==> config.mk <==
export PLATFORM = sky130hd
export DESIGN_NAME = sbc_ctrl
export DESIGN_NICKNAME = d
export VERILOG_FILES = /design/src/verilog/sbc_pkg.sv /design/src/verilog/sbc_ctrl.sv
export VERILOG_INCLUDE_DIRS = /design/src /design/src/verilog
export SDC_FILE = /design/constraint.sdc
export NUM_CORES = 1
export LEC_CHECK = 0
export BUFFER_PORTS_ARGS = -buffer_cell sky130_fd_sc_hd__buf_2
export CELL_PAD_IN_SITES_DETAIL_PLACEMENT = 0
export CELL_PAD_IN_SITES_GLOBAL_PLACEMENT = 1
export CORE_MARGIN = 4
export CORE_UTILIZATION = 37
export CTS_BUF_LIST = sky130_fd_sc_hd__clkbuf_4 sky130_fd_sc_hd__clkbuf_8 sky130_fd_sc_hd__clkbuf_16
export CTS_CLUSTER_DIAMETER = 80
export DETAILED_ROUTE_END_ITERATION = 10
export PLACE_DENSITY = 0.76
export SKIP_CTS_REPAIR_TIMING = 1
export SLEW_MARGIN = 20
export SYNTH_ARGS = -nofsm -noshare
export SYNTH_HDL_FRONTEND = slang
export SYNTH_SLANG_ARGS = --single-unit
==> constraint.sdc <==
create_clock -name clk -period 3.17 [get_ports clk]
set_input_delay 0.634 -clock clk [delete_from_list [all_inputs] [get_ports clk]]
set_output_delay 0.634 -clock clk [all_outputs]
set_load 0.05 [all_outputs]
==> src/verilog/sbc_regs.svh <==
// register offsets, field positions, reset values and timing figures of the smbus controller
`ifndef SBC_REGS_SVH
`define SBC_REGS_SVH
`define SBC_OFF_CTL_MAIN 8'h00
`define SBC_OFF_CTL_DMA 8'h04
`define SBC_OFF_OWN_ADDR 8'h08
`define SBC_OFF_STATUS 8'h20
`define SBC_OFF_PEC 8'h24
`define SBC_RST_CTL_MAIN 16'h0000
`define SBC_RST_CTL_DMA 16'h0000
`define SBC_RST_OWN_ADDR 16'h0000
`define SBC_MASK_CTL_MAIN 16'hbffb
`define SBC_MASK_CTL_DMA 16'h1f3f
`define SBC_MASK_OWN_ADDR 16'h83ff
`define SBC_MASK_STATUS 16'hdfdf
`define SBC_MASK_ERR 16'hdf00
`define SBC_B_SOFT_RESET_HOLD 15
`define SBC_B_ALERT 13
`define SBC_B_PECREQ 12
`define SBC_B_POS 11
`define SBC_B_ACK 10
`define SBC_B_STOP 9
`define SBC_B_START 8
`define SBC_B_NOSTRETCH 7
`define SBC_B_GCALL 6
`define SBC_B_PECON 5
`define SBC_B_ARP 4
`define SBC_B_HOST 3
`define SBC_B_SMB 1
`define SBC_B_EN 0
`define SBC_B_DMALAST 12
`define SBC_B_DMA_REQUEST_ON 11
`define SBC_B_BUFFER_IRQ_ON 10
`define SBC_B_EVENT_IRQ_ON 9
`define SBC_B_ERROR_IRQ_ON 8
`define SBC_B_TENBIT 15
`define SBC_S_ALERT 15
`define SBC_S_TMO 14
`define SBC_S_PEC 12
`define SBC_S_OVR 11
`define SBC_S_ACK 10
`define SBC_S_ARB 9
`define SBC_S_BUS_ERROR_FLAG 8
`define SBC_CLK_KHZ 40000
`define SBC_TMO_MS 25
`define SBC_FAULT_MS 35
`define SBC_MIN_SCL_KHZ 10
`define SBC_CRC_INIT 8'h00
`define SBC_CRC_POLY 8'h07
`endif

==> src/verilog/sbc_pkg.sv <==
// types and the crc step shared by the smbus controller
package sbc_pkg;
    typedef logic [15:0] sbc_reg_t;
    typedef logic [7:0] sbc_byte_t;

    // one crc-8 step over a whole byte, msb first, poly x^8+x^2+x+1
    function automatic sbc_byte_t sbc_crc8(input sbc_byte_t crc, input sbc_byte_t data,
                                           input sbc_byte_t poly);
        sbc_byte_t c;
        c = crc ^ data;
        for (int i = 0; i < 8; i++) begin
            c = c[7] ? ((c << 1) ^ poly) : (c << 1);
        end
        return c;
    endfunction
endpackage

==> src/verilog/sbc_ctrl.sv <==
// control, configuration, timeout, pec and interrupt gating of the smbus controller
//
// Functional notes
// - scl low over 35 ms flags bus fault
// - scl half period clamped to 10 kHz floor, smbus mode only
// - pec is crc-8 0x07, zero seed, all bytes
// - control bit 15 holds controller in reset
// - bit 13 drives alert pin low
// - pec request cleared on pec, start, stop, disable
// - bit 11 picks current or next byte
// - bit 10 ack enable, cleared when disabled
// - stop request set on timeout, cleared on stop
// - start request cleared on start or disable
// - bit 7 disables slave clock stretching
// - bit 6 answers general call address 0x00
// - pec, arp, host type, smbus, enable bits
// - dma enable bit 11, last transfer bit 12
// - event enable gates event flags to interrupt
// - buffer flags interrupt only with event enable
// - error enable gates error flags to interrupt
// - timeout flag after scl low 25 ms
// - error flags stick until written zero
`timescale 1ns/1ps
`include "sbc_regs.svh"

module sbc_ctrl
    import sbc_pkg::*;
#(
    parameter int TMO_CYC = `SBC_TMO_MS * `SBC_CLK_KHZ,
    parameter int FAULT_CYC = `SBC_FAULT_MS * `SBC_CLK_KHZ
) (
    input wire logic clk,
    input wire logic rst,
    // apb slave
    input wire logic psel,
    input wire logic penable,
    input wire logic pwrite,
    input wire logic [7:0] paddr,
    input wire logic [31:0] pwdata,
    output logic [31:0] prdata,
    output logic pready,
    output logic pslverr,
    // bus pins
    input wire logic scl_in,
    input wire logic alert_pin_in,
    output logic alert_pin_out,
    output logic alert_pin_oe_n,
    // byte engine events, one-cycle pulses
    input wire logic start_seen,
    input wire logic stop_seen,
    input wire logic pec_done,
    input wire logic byte_valid,
    input wire logic [7:0] byte_data,
    input wire logic addr_valid,
    input wire logic bus_error_evt,
    input wire logic arb_lost_evt,
    input wire logic ack_error_evt,
    input wire logic overrun_evt,
    input wire logic crc_mismatch_evt,
    // byte engine status levels
    input wire logic start_sent_flag,
    input wire logic address_flag,
    input wire logic header_sent_flag,
    input wire logic stop_seen_flag,
    input wire logic byte_done_flag,
    input wire logic tx_empty_flag,
    input wire logic rx_full_flag,
    input wire logic host_header_seen,
    input wire logic default_addr_seen,
    input wire logic [15:0] scl_half_req,
    // controls to the byte engine
    output logic engine_reset,
    output logic controller_on,
    output logic smbus_mode_select,
    output logic smbus_host_type,
    output logic addr_resolution_on,
    output logic pec_calc_on,
    output logic general_call_respond,
    output logic stretch_off,
    output logic gen_start,
    output logic gen_stop,
    output logic acknowledge_on,
    output logic ack_position_next,
    output logic pec_byte_request,
    output logic dma_request_on,
    output logic dma_final_transfer,
    output logic [5:0] periph_clock_mhz,
    output logic [15:0] scl_half_cycles,
    output logic [7:0] pec_value,
    output logic addr_match,
    output logic general_call_hit,
    output logic scl_stuck_fault,
    output logic event_irq,
    output logic error_irq
);
    localparam logic [15:0] HALF_MAX = 16'(`SBC_CLK_KHZ / (2 * `SBC_MIN_SCL_KHZ));
    localparam int CW = $clog2(FAULT_CYC + 1);
    localparam logic [CW-1:0] TMO_C = CW'(TMO_CYC);
    localparam logic [CW-1:0] FAULT_C = CW'(FAULT_CYC);

    sbc_reg_t ctl_main_r, ctl_main_nxt;
    sbc_reg_t ctl_dma_r;
    sbc_reg_t own_addr_r;
    sbc_reg_t err_r, err_nxt;
    sbc_byte_t crc_r;
    logic [CW-1:0] low_cnt_r;
    logic scl_m_r, scl_s_r, alt_m_r, alt_s_r, alt_prev_r;
    logic hw_rst, en, smb, tmo_hit, fault_hit, alert_fall;
    logic setup, wr_en, mapped;
    logic sel_main, sel_dma, sel_addr, sel_stat, sel_pec;
    sbc_reg_t stat_word, pec_word, rd_word, err_set, ev_word;
    sbc_reg_t wr16;

    ////////////////////////////////////////////////////////////////////////////
    // apb decode
    assign setup = psel & ~penable;
    assign wr_en = psel & penable & pready & pwrite;
    assign wr16 = pwdata[15:0];
    assign sel_main = (paddr == `SBC_OFF_CTL_MAIN);
    assign sel_dma = (paddr == `SBC_OFF_CTL_DMA);
    assign sel_addr = (paddr == `SBC_OFF_OWN_ADDR);
    assign sel_stat = (paddr == `SBC_OFF_STATUS);
    assign sel_pec = (paddr == `SBC_OFF_PEC);
    assign mapped = sel_main | sel_dma | sel_addr | sel_stat | sel_pec;

    // status word: sticky errors over live event levels
    assign ev_word = {8'h00, tx_empty_flag, rx_full_flag, 1'b0, stop_seen_flag,
                      header_sent_flag, byte_done_flag, address_flag, start_sent_flag};
    assign stat_word = (err_r | ev_word) & `SBC_MASK_STATUS;
    assign pec_word = {6'h00, default_addr_seen, host_header_seen, crc_r};
    assign rd_word = sel_main ? ctl_main_r :
                     sel_dma ? ctl_dma_r :
                     sel_addr ? own_addr_r :
                     sel_stat ? stat_word :
                     sel_pec ? pec_word : 16'h0000;

    // read data and answer latched in the setup cycle, zero wait states
    always_ff @(posedge clk) begin
        if (rst) begin
            pready <= 1'b0;
            pslverr <= 1'b0;
            prdata <= 32'h0000_0000;
        end else begin
            pready <= setup;
            pslverr <= setup & ~mapped;
            if (setup) begin
                prdata <= {16'h0000, rd_word};
            end
        end
    end

    ////////////////////////////////////////////////////////////////////////////
    // pin synchronisers
    always_ff @(posedge clk) begin
        if (rst) begin
            scl_m_r <= 1'b1;
            scl_s_r <= 1'b1;
            alt_m_r <= 1'b1;
            alt_s_r <= 1'b1;
            alt_prev_r <= 1'b1;
        end else begin
            scl_m_r <= scl_in;
            scl_s_r <= scl_m_r;
            alt_m_r <= alert_pin_in;
            alt_s_r <= alt_m_r;
            alt_prev_r <= alt_s_r;
        end
    end

    ////////////////////////////////////////////////////////////////////////////
    // soft reset hold and enables
    assign hw_rst = rst | ctl_main_r[`SBC_B_SOFT_RESET_HOLD];
    assign en = ctl_main_r[`SBC_B_EN];
    assign smb = ctl_main_r[`SBC_B_SMB];
    assign tmo_hit = (low_cnt_r == TMO_C - CW'(1)) & ~scl_s_r;
    assign fault_hit = (low_cnt_r == FAULT_C - CW'(1)) & ~scl_s_r;
    assign alert_fall = alt_prev_r & ~alt_s_r;

    // scl low-time counter, smbus mode only, restarts whenever scl is high
    always_ff @(posedge clk) begin
        if (hw_rst) begin
            low_cnt_r <= '0;
            scl_stuck_fault <= 1'b0;
        end else begin
            if (scl_s_r | ~en | ~smb) begin
                low_cnt_r <= '0;
            end else if (low_cnt_r != FAULT_C) begin
                low_cnt_r <= low_cnt_r + CW'(1);
            end
            if (scl_s_r | ~en | ~smb) begin
                scl_stuck_fault <= 1'b0;
            end else if (fault_hit) begin
                scl_stuck_fault <= 1'b1;
            end
        end
    end

    ////////////////////////////////////////////////////////////////////////////
    // control_main: software write, then hardware set and clear
    always_comb begin
        ctl_main_nxt = ctl_main_r;
        if (wr_en & sel_main) begin
            ctl_main_nxt = wr16 & `SBC_MASK_CTL_MAIN;
        end
        if (~ctl_main_nxt[`SBC_B_EN]) begin
            ctl_main_nxt[`SBC_B_POS] = 1'b0;
            ctl_main_nxt[`SBC_B_ACK] = 1'b0;
            ctl_main_nxt[`SBC_B_START] = 1'b0;
            ctl_main_nxt[`SBC_B_PECREQ] = 1'b0;
            ctl_main_nxt[`SBC_B_ALERT] = 1'b0;
        end
        if (start_seen) begin
            ctl_main_nxt[`SBC_B_START] = 1'b0;
        end
        if (pec_done | start_seen | stop_seen) begin
            ctl_main_nxt[`SBC_B_PECREQ] = 1'b0;
        end
        if (stop_seen) begin
            ctl_main_nxt[`SBC_B_STOP] = 1'b0;
        end
        if (tmo_hit) begin
            ctl_main_nxt[`SBC_B_STOP] = 1'b1;
        end
    end

    // control_main keeps its own reset bit so software can release the hold
    always_ff @(posedge clk) begin
        if (rst) begin
            ctl_main_r <= `SBC_RST_CTL_MAIN;
        end else begin
            ctl_main_r <= ctl_main_nxt;
        end
    end

    // second control and own address registers
    always_ff @(posedge clk) begin
        if (hw_rst) begin
            ctl_dma_r <= `SBC_RST_CTL_DMA;
            own_addr_r <= `SBC_RST_OWN_ADDR;
        end else begin
            if (wr_en & sel_dma) begin
                ctl_dma_r <= wr16 & `SBC_MASK_CTL_DMA;
            end
            if (wr_en & sel_addr) begin
                own_addr_r <= wr16 & `SBC_MASK_OWN_ADDR;
            end
        end
    end

    ////////////////////////////////////////////////////////////////////////////
    // sticky error flags: write zero clears, a new event in that cycle wins
    assign err_set = {alert_fall & smb & ctl_main_r[`SBC_B_HOST],
                      tmo_hit, 1'b0, crc_mismatch_evt, overrun_evt,
                      ack_error_evt, arb_lost_evt, bus_error_evt, 8'h00};

    always_comb begin
        err_nxt = err_r;
        if (wr_en & sel_stat) begin
            err_nxt = err_r & wr16;
        end
        err_nxt = (err_nxt | err_set) & `SBC_MASK_ERR;
    end

    always_ff @(posedge clk) begin
        if (hw_rst) begin
            err_r <= 16'h0000;
        end else begin
            err_r <= err_nxt;
        end
    end

    ////////////////////////////////////////////////////////////////////////////
    // pec crc-8 over every byte on the wire, restarted at start and stop
    always_ff @(posedge clk) begin
        if (hw_rst) begin
            crc_r <= `SBC_CRC_INIT;
        end else if (~en | start_seen | stop_seen) begin
            crc_r <= `SBC_CRC_INIT;
        end else if ((byte_valid | addr_valid) & ctl_main_r[`SBC_B_PECON]) begin
            crc_r <= sbc_crc8(crc_r, byte_data, `SBC_CRC_POLY);
        end
    end

    ////////////////////////////////////////////////////////////////////////////
    // address compare: own 7-bit address or general call when enabled
    logic own_hit, gc_hit;
    assign own_hit = ~own_addr_r[`SBC_B_TENBIT] & (byte_data[7:1] == own_addr_r[7:1]);
    assign gc_hit = (byte_data[7:1] == 7'h00) & ctl_main_r[`SBC_B_GCALL];

    always_ff @(posedge clk) begin
        if (hw_rst) begin
            addr_match <= 1'b0;
            general_call_hit <= 1'b0;
        end else begin
            addr_match <= addr_valid & en & (own_hit | gc_hit);
            general_call_hit <= addr_valid & en & gc_hit;
        end
    end

    ////////////////////////////////////////////////////////////////////////////
    // interrupt gating
    logic ev_any, buf_any;
    assign ev_any = start_sent_flag | address_flag | header_sent_flag |
                    stop_seen_flag | byte_done_flag;
    assign buf_any = ctl_dma_r[`SBC_B_BUFFER_IRQ_ON] & (tx_empty_flag | rx_full_flag);

    always_ff @(posedge clk) begin
        if (hw_rst) begin
            event_irq <= 1'b0;
            error_irq <= 1'b0;
        end else begin
            event_irq <= ctl_dma_r[`SBC_B_EVENT_IRQ_ON] & (ev_any | buf_any);
            error_irq <= ctl_dma_r[`SBC_B_ERROR_IRQ_ON] & (|err_r);
        end
    end

    ////////////////////////////////////////////////////////////////////////////
    // registered controls to the byte engine and the alert pin
    always_ff @(posedge clk) begin
        if (rst) begin
            engine_reset <= 1'b1;
            controller_on <= 1'b0;
            smbus_mode_select <= 1'b0;
            smbus_host_type <= 1'b0;
            addr_resolution_on <= 1'b0;
            pec_calc_on <= 1'b0;
            general_call_respond <= 1'b0;
            stretch_off <= 1'b0;
            gen_start <= 1'b0;
            gen_stop <= 1'b0;
            acknowledge_on <= 1'b0;
            ack_position_next <= 1'b0;
            pec_byte_request <= 1'b0;
            dma_request_on <= 1'b0;
            dma_final_transfer <= 1'b0;
            periph_clock_mhz <= 6'h00;
            scl_half_cycles <= 16'h0000;
            pec_value <= 8'h00;
            alert_pin_out <= 1'b0;
            alert_pin_oe_n <= 1'b1;
        end else begin
            engine_reset <= ctl_main_nxt[`SBC_B_SOFT_RESET_HOLD];
            controller_on <= ctl_main_nxt[`SBC_B_EN];
            smbus_mode_select <= ctl_main_nxt[`SBC_B_SMB];
            smbus_host_type <= ctl_main_nxt[`SBC_B_HOST];
            addr_resolution_on <= ctl_main_nxt[`SBC_B_ARP];
            pec_calc_on <= ctl_main_nxt[`SBC_B_PECON];
            general_call_respond <= ctl_main_nxt[`SBC_B_GCALL];
            stretch_off <= ctl_main_nxt[`SBC_B_NOSTRETCH];
            gen_start <= ctl_main_nxt[`SBC_B_START];
            gen_stop <= ctl_main_nxt[`SBC_B_STOP];
            acknowledge_on <= ctl_main_nxt[`SBC_B_ACK];
            ack_position_next <= ctl_main_nxt[`SBC_B_POS];
            pec_byte_request <= ctl_main_nxt[`SBC_B_PECREQ];
            dma_request_on <= ctl_dma_r[`SBC_B_DMA_REQUEST_ON];
            dma_final_transfer <= ctl_dma_r[`SBC_B_DMALAST];
            periph_clock_mhz <= ctl_dma_r[5:0];
            if (smb & (scl_half_req > HALF_MAX)) begin
                scl_half_cycles <= HALF_MAX;
            end else begin
                scl_half_cycles <= scl_half_req;
            end
            pec_value <= crc_r;
            alert_pin_out <= 1'b0;
            alert_pin_oe_n <= ~ctl_main_nxt[`SBC_B_ALERT];
        end
    end
endmodule

# --- Word-level counts from Yosys, hierarchy flattened ---
# Index checks and enable logic that the tools add are counted.
op_classes:
  n_addsub: 1
  magnitude_cmp: 1
  n_eq_ne: 8
  n_mux: 22
  n_bitwise: 63
  reduce_logical: 6
op_table:
  columns: ["cell", "n"]
  rows:
  - ["$mux W16", 6]
  - ["$and A1 B1 Y1", 24]
  - ["$mux W3", 8]
  - ["$not A3 Y3", 8]
  - ["$add A21 B1 Y21 const B", 1]
  - ["$eq A21 B20 Y1 const B", 1]
  - ["$eq A21 B21 Y1 const B", 1]
  - ["$ne A21 B21 Y1 const B", 1]
  - ["$or A1 B1 Y1", 19]
  - ["$and A16 B16 Y16", 1]
  - ["$eq A8 B6 Y1 const B", 2]
  - ["$gt A16 B11 Y1 const B", 1]
  - ["$or A16 B16 Y16", 1]
  - ["$or A16 B8 Y16", 1]
  - ["$reduce_or A16 Y1", 1]
  - ["$mux W11", 1]
  - ["$mux W10", 1]
  - ["$eq A8 B3 Y1 const B", 1]
  - ["$eq A8 B4 Y1 const B", 1]
  - ["$logic_not A8 Y1", 1]
  - ["$not A1 Y1", 8]
  - ["$xor A8 B8 Y8", 1]
  - ["$eq A7 B7 Y1", 1]
  - ["$logic_not A7 Y1", 1]
  - ["3 further kinds", 9]
totals:
  regBits: 155
  inputBits: 90
  out_inout_bits: 86
  wordCells: 141

# --- Depth between registers and ports, before layout ---
# Gate-level depths: netlist of run 1.
logic_depth:
  depth_word: 17
  mapped_depth: 8
  depth_no_buf: 7

# --- Least setup slack after synthesis of run 1 ---
# Ideal clock, no wire load.
synth_path:
  path_type: "input port to flip-flop"
  start: "input paddr[4]"
  end: "register ctl_dma_r[0]"
  setup_ns: 0.128
  t_arrival_ns: 2.284
  t_required_ns: 3.042
  path_slack_ns: 0.758
  cell_stages: 8
  path_buffers: 3
  cell_sequence: "or3_1 > buf_2 > or3_1 > buf_2 > or3_4 > buf_6 > mux2i_1 > nor2_1"
synth_via:
  elab_chain_len: 2
synth_rtl:
  columns: ["element", "line", "text"]
  rows:
  - ["start: declaration", "sbc_ctrl.sv:38", "input wire logic [7:0] paddr,"]
  - ["$eq A8 B3 Y1 (no source line)", null, null]
  - ["$and A1 B1 Y1", "sbc_ctrl.sv:241", "if (wr_en & sel_dma) begin"]
  - ["end signal: assignment", "sbc_ctrl.sv:238", "ctl_dma_r <= `SBC_RST_CTL_DMA;"]
  - ["end signal: assignment", "sbc_ctrl.sv:242", "ctl_dma_r <= wr16 & `SBC_MASK_CTL_DMA;"]
  - ["end: declaration", "sbc_ctrl.sv:102", "sbc_reg_t ctl_dma_r;"]
# No other way between the ends.
# A chain may end at the register's enable or synchronous reset.

# --- Worst setup path in the final report of run 1 ---
layout_path:
  start: "input paddr[1]"
  end: "register own_addr_r[3]"
layout_via:
  elab_chain_len: 2
layout_rtl:
  columns: ["element", "line", "text"]
  rows:
  - ["$eq A8 B4 Y1 (no source line)", null, null]
  - ["$and A1 B1 Y1", "sbc_ctrl.sv:244", "if (wr_en & sel_addr) begin"]
  - ["end signal: assignment", "sbc_ctrl.sv:239", "own_addr_r <= `SBC_RST_OWN_ADDR;"]
  - ["end signal: assignment", "sbc_ctrl.sv:245", "own_addr_r <= wr16 & `SBC_MASK_OWN_ADDR;"]
  - ["end: declaration", "sbc_ctrl.sv:103", "sbc_reg_t own_addr_r;"]
# No other way between the ends.

==> results of run 1 <==
final timing paths:
path	cells past startpoint	endpoint
worst min-delay path	2	ctl_main_r[12]$_SDFFE_PP0N_
worst min register to register	1	alt_s_r$_SDFF_PP1_
worst max register to register	5	ctl_main_r[9]$_SDFF_PP0_
worst max-delay path	7	own_addr_r[3]$_SDFFE_PP0P_
cells by family (layout without fill, tap and decap cells):
family	Yosys count	after routing	synth area share, %
muxes	38	38	6.658
DFF	134	134	46.50
AOI/OAI and AO/OA	112	112	11.91
xor gates and xnor gates	44	44	6.918
other	1	17	0.06500
adders and majority gates	2	2	0.4337
buffers and inverters	66	205	5.660
and+or+nand+nor	248	248	21.86
per-stage QoR:
step | hold WS [ns] | utilization (%) | total power, mW | instances | setup slack, ns
global placement | 0.3955 | 43.56 | 2.108 | 979 | 0.6251
detailed placement | 0.4007 | 43.56 | 2.112 | 979 | 0.5952
finish | 0.3963 | 47.55 | 4.073 | 1011 | 1.001
CTS | 0.3788 | 47.55 | 4.107 | 1011 | 1.035
global route | 0.3870 | 47.55 | 4.227 | 1011 | 0.9304
floorplan | 0.3895 | - | 2.000 | 661 | 0.7580
cell usage after synthesis (all sizes together), types with 2 or more instances:
cell	instances
a21oi	38
nand2	31
xor2	17
ha	2
mux2	3
a22o	4
nand2b	3
nor3	20
nand3	20
o22ai	2
clkbuf	24
a31oi	10
a221oi	2
nor2b	18
nor2	84
or4b	3
a22oi	4
mux2i	35
o2111ai	2
o2bb2ai	9
and2	12
o21ai	29
or2	9
a211oi	5
nand4	10
xnor2	26
nand4b	2
nor4b	2
buf	25
inv	16
or3	15
dfxtp	134
nor4	10
and3	4
and4	2
power by group:
group	internal, mW	switching [mW]
combinational	0.104	0.250
sequential	1.71	0.0120
clock	1.28	0.711
total	3.10	0.973
cell type report:
type / instances / area (µm²)
clock buffer: 25 / 516.7
clock inverter: 7 / 92.59
fill: 1480 / 8003
inverter: 17 / 63.81
multi-input combinational: 461 / 2820
sequential: 134 / 2683
tap: 211 / 264.0
timing repair buffer: 156 / 815.8
layer usage:
metal  vias up  global-route usage, %  wire length (µm)
li1       2499                      -                 -
met1      2420                  26.79              7862
met5         -                      0                 0
met3        28                  6.426              1447
met2       206                  29.94              7703
met4         0                  6.986               416
state kept, by name (all words and copies together) (netlist names), 6 cells and up:
register and count:
err_r 7, ctl_dma_r 11, prdata 16, low_cnt_r 21
own_addr_r 11, crc_r 8, scl_half_cycles 16, periph_clock_mhz 6
ctl_main_r 14, pec_value 8
==> metrics.cfg, run 1 <==
[outcome]
outcome = complete, no violations

[route]
drt-initial-drc-count = 461
viasPerCell = 5.097
first_pass_iters = 5
vias = 5153
drc_errors = 0
ant_nets = 0
wirelength_um = 17430
wire_per_inst_um = 17.24

[synthesis]
synthTopCellsByArea = dfxtp_1, mux2i_1, nor2_1, xnor2_1, a21oi_1
yosysTopAreaCell = dfxtp_1
ys_seq_area_share_pct = 46.50
synth.avg_cell_area_um2 = 8.945
netlist.area_leader.share_pct = 46.50
netlist_instances = 645
synthArstFlopShare_pct = 0
synthFlopType = dfxtp_1
ys_ff_latch = 134
synth_edf_count = 0
synth_cell_types = 55
yosys_warnings = 0
synth_area_mm2 = 0.005769

[worst_setup_path]
critical_path_class = in2reg
max_stage_delay_ns = 0.67
cp_slowest_cell = or4b_1
worstSetupStartpointType = input port
path_delay_family = simple AND/OR/NAND/NOR gates
path_buf_inv = 2
worstPathArrival_ns = 2.45
cp_max_fo = 8
cp.required_ns = 3.45
timing.critical_path.from = paddr[1]
end_kind = flip-flop
timing.rr.start = low_cnt_r[2]$_SDFFE_PP0P_
regToRegSetupSlack_ns = 1.26
cp_cell_sequence = buf_2 > or4b_1 > or3_1 > nor2_2 > buf_4 > mux2i_1 > nor2_1

[die]
die_width_um = 132.9
fp.dieH_um = 132.9
die_area_mm2 = 0.01765
initial_core_util_pct = 37.81
core_mm2 = 0.01526
num_rows = 45
io_pins = 176

[timing]
clock_skew_ns = 0.006289
relSlewSlack_pct = 49.97
setup_viol_count_final = 0
finalSetupTns_ns = 0
max_freq_mhz = 461.0
fin_crit_sh_pct = 68.43
drv_slew = 0
max_slew.worst_pin.slew_ns = 0.7489
hold_viol_final = 0
post-route-min-period_ns = 2.169
rsz0062_at_grt = no

[worst_hold_path]
min_from = pec_done
hp-class = in2reg

[place]
place_hpwl_um = 13080
dpl-instance-area_mm2 = 0.006646
io_buffers = 142
place.gp.congestion = 0.8892

[clock_tree]
clkLatencyLatePin_ns = 0.42
cts_sinks = 134
htreeDepth = 4
numCtsBuffers = 17
clockRootBuffer = clkbuf_16
cts_tree = yes
cts_buffer_depth = 2
path_clk_slew_ns = 0.06

[global_route]
antenna_found_initial = 0
grt_pass1_vias = 5079
grt_pass1_wl_um = 27530
gr-usage-all-layers_pct = 19.89
grt_max_degree = 33
grt-ovfl-total = 0

[run]
max_cap_violations = 0

[cells_and_area]
area_delta_synth_final_pct = 25.76
n_antenna_cell = 0
final_common_cell = buf_2
final_cell_mix = buf_2, dfxtp_1, nor2_1, a21oi_1, mux2i_1
design_area_mm2 = 0.007256
fin_nets = 879
drive_gt1_share_pct = 25.75

[power]
powerDensity_mw_per_mm2 = 561.3
ir_drop_mv = 0.4236
p_leak_nw = 3.039

(Power assumes the default switching activity.)
==> run 2, diff against run 1 <==
- CORE_UTILIZATION: 37 -> 34
- PLACE_DENSITY: 0.76 -> 0.74
- clock period: 3.17 -> 1.95 ns (I/O delays scaled with it)
==> metrics.cfg, run 2 (synthesis results as in run 1) <==
[outcome]
outcome = complete, no violations

[timing]
post-route-min-period_ns = 1.881
hold_viol_final = 0
setup_viol_count_final = 0
max_freq_mhz = 531.5
fin_crit_sh_pct = 96.48
drv_slew = 0
max_slew.worst_pin.slew_ns = 0.6265
finalSetupTns_ns = 0
clock_skew_ns = 0.007912
relSlewSlack_pct = 58.23

[global_route]
grt_pass1_wl_um = 27640
grt_max_degree = 30
gr-usage-all-layers_pct = 18.34
grt-ovfl-total = 0
grt_pass1_vias = 4908
antenna_found_initial = 0

[place]
place_hpwl_um = 13600
place.gp.congestion = 0.8125
io_buffers = 142

[route]
ant_nets = 0
drt-initial-drc-count = 332
vias = 5156
wire_per_inst_um = 16.94
first_pass_iters = 4
wirelength_um = 17820
viasPerCell = 4.901
drc_errors = 0

[worst_setup_path]
critical_path_class = reg2reg
timing.rr.start = low_cnt_r[8]$_SDFFE_PP0P_
cp_slowest_cell = or4b_2
cp.required_ns = 2.24
reg2regPathDepth = 5
end_kind = flip-flop
cp_max_fo = 5
worstPathArrival_ns = 2.18
cp_cell_sequence = or4b_2 > nor3_1 > and2_4 > mux2i_1 > nor2_1
max_stage_delay_ns = 0.72
worstSetupStartpointType = flip-flop
reg2reg_to = low_cnt_r[1]$_SDFFE_PP0P_
regToRegSetupSlack_ns = 0.07

[cells_and_area]
largest_reg_flops = 21
multi_input_area_mm2 = 0.002829
n_antenna_cell = 0
final_cell_mix = buf_2, dfxtp_1, nor2_1, buf_4, a21oi_1
final_common_cell = buf_2
seqCellArea_mm2 = 0.002684
layout_top_registers = low_cnt_r (21), prdata (16), scl_half_cycles (16)
fin_nets = 915
fill_cells = 1669
drive_gt1_share_pct = 28.97
area_delta_synth_final_pct = 30.19
largest_register = low_cnt_r

[worst_hold_path]
hp-class = in2reg
min_from = pec_done
worstHoldPathCells = 2
hold_path_end = ctl_main_r[12]$_SDFFE_PP0N_

[die]
core_mm2 = 0.01658
initial_core_util_pct = 34.79
fp.dieH_um = 138.3
die_width_um = 138.3
num_rows = 47
die_area_mm2 = 0.01912
io_pins = 176

[power]
power_mw = 6.461
ir_drop_mv = 0.6371
powerDensity_mw_per_mm2 = 860.3
p_leak_nw = 3.208

[run]
max_cap_violations = 0

[clock_tree]
cts_tree = yes
clockRootBuffer = clkbuf_16
path_clk_slew_ns = 0.06
htreeDepth = 4
cts_sinks = 134
clkLatencyLatePin_ns = 0.42
numCtsBuffers = 17
cts_buffer_depth = 2

-- run 2: worst max-delay path by stage --
stage,start,to,slack (ns)
3_5_place_dp,paddr[4],ctl_dma_r[12]$_SDFFE_PP0P_,-0.23
3_3_place_gp,paddr[4],ctl_dma_r[12]$_SDFFE_PP0P_,-0.21
5_1_grt,low_cnt_r[8]$_SDFFE_PP0P_,low_cnt_r[1]$_SDFFE_PP0P_,-0.01
2_1_floorplan,paddr[4],ctl_dma_r[0]$_SDFFE_PP0P_,-0.22
6_report,low_cnt_r[8]$_SDFFE_PP0P_,low_cnt_r[1]$_SDFFE_PP0P_,0.07
4_1_cts,low_cnt_r[8]$_SDFFE_PP0P_,low_cnt_r[1]$_SDFFE_PP0P_,0.09
-- run 2: area by class of cell --
cell class                      count  share of cell area, %
Clock inverter                      4                 0.5997
Inverter                           17                 0.8496
Timing Repair Buffer              192                  14.63
Clock buffer                       24                  6.863
Sequential cell                   134                  35.73
Multi-Input combinational cell    461                  37.66
Tap cell                          220                  3.665
-- run 2: critical path: cells and delay by family, from the launching register on --
kind | cells | cell delay [ns]
muxes | 1 | 0.20
and+or+nand+nor | 4 | 1.21
DFF | 1 | 0.36
-- run 2: metrics by stage --
step | instances | instance area, µm² | hold slack [ns] | setup WS, ns | util (%)
final | 1052 | 7511 | 0.1501 | 0.06862 | 45.29
after global routing | 1052 | 7511 | 0.1357 | -0.01458 | 45.29
after CTS | 1052 | 7502 | 0.1302 | 0.08567 | 45.24
after detailed placement | 1024 | 6942 | 0.3986 | -0.2288 | 41.86
after global placement | 1024 | 6942 | 0.3926 | -0.2119 | 41.86
after floorplan | 661 | 5837 | 0.3895 | -0.2180 | -
-- run 2: power breakdown --
| part | switching, mW | internal [mW] |
|---|---|---|
| logic | 0.415 | 0.196 |
| clock network | 1.12 | 1.93 |
| registers | 0.0186 | 2.78 |
-- run 2: per-layer routing --
layer / global-route usage (%) / vias to the layer above / share of wire (%) / routed length, µm
met2: 27.18 / 195 / 44 / 7853
li1: - / 2558 / - / -
met5: 0 / - / 0 / 0
met3: 5.214 / 23 / 7.1 / 1269
met4: 5.408 / 0 / 1.4 / 256
met1: 26.04 / 2380 / 47 / 8445
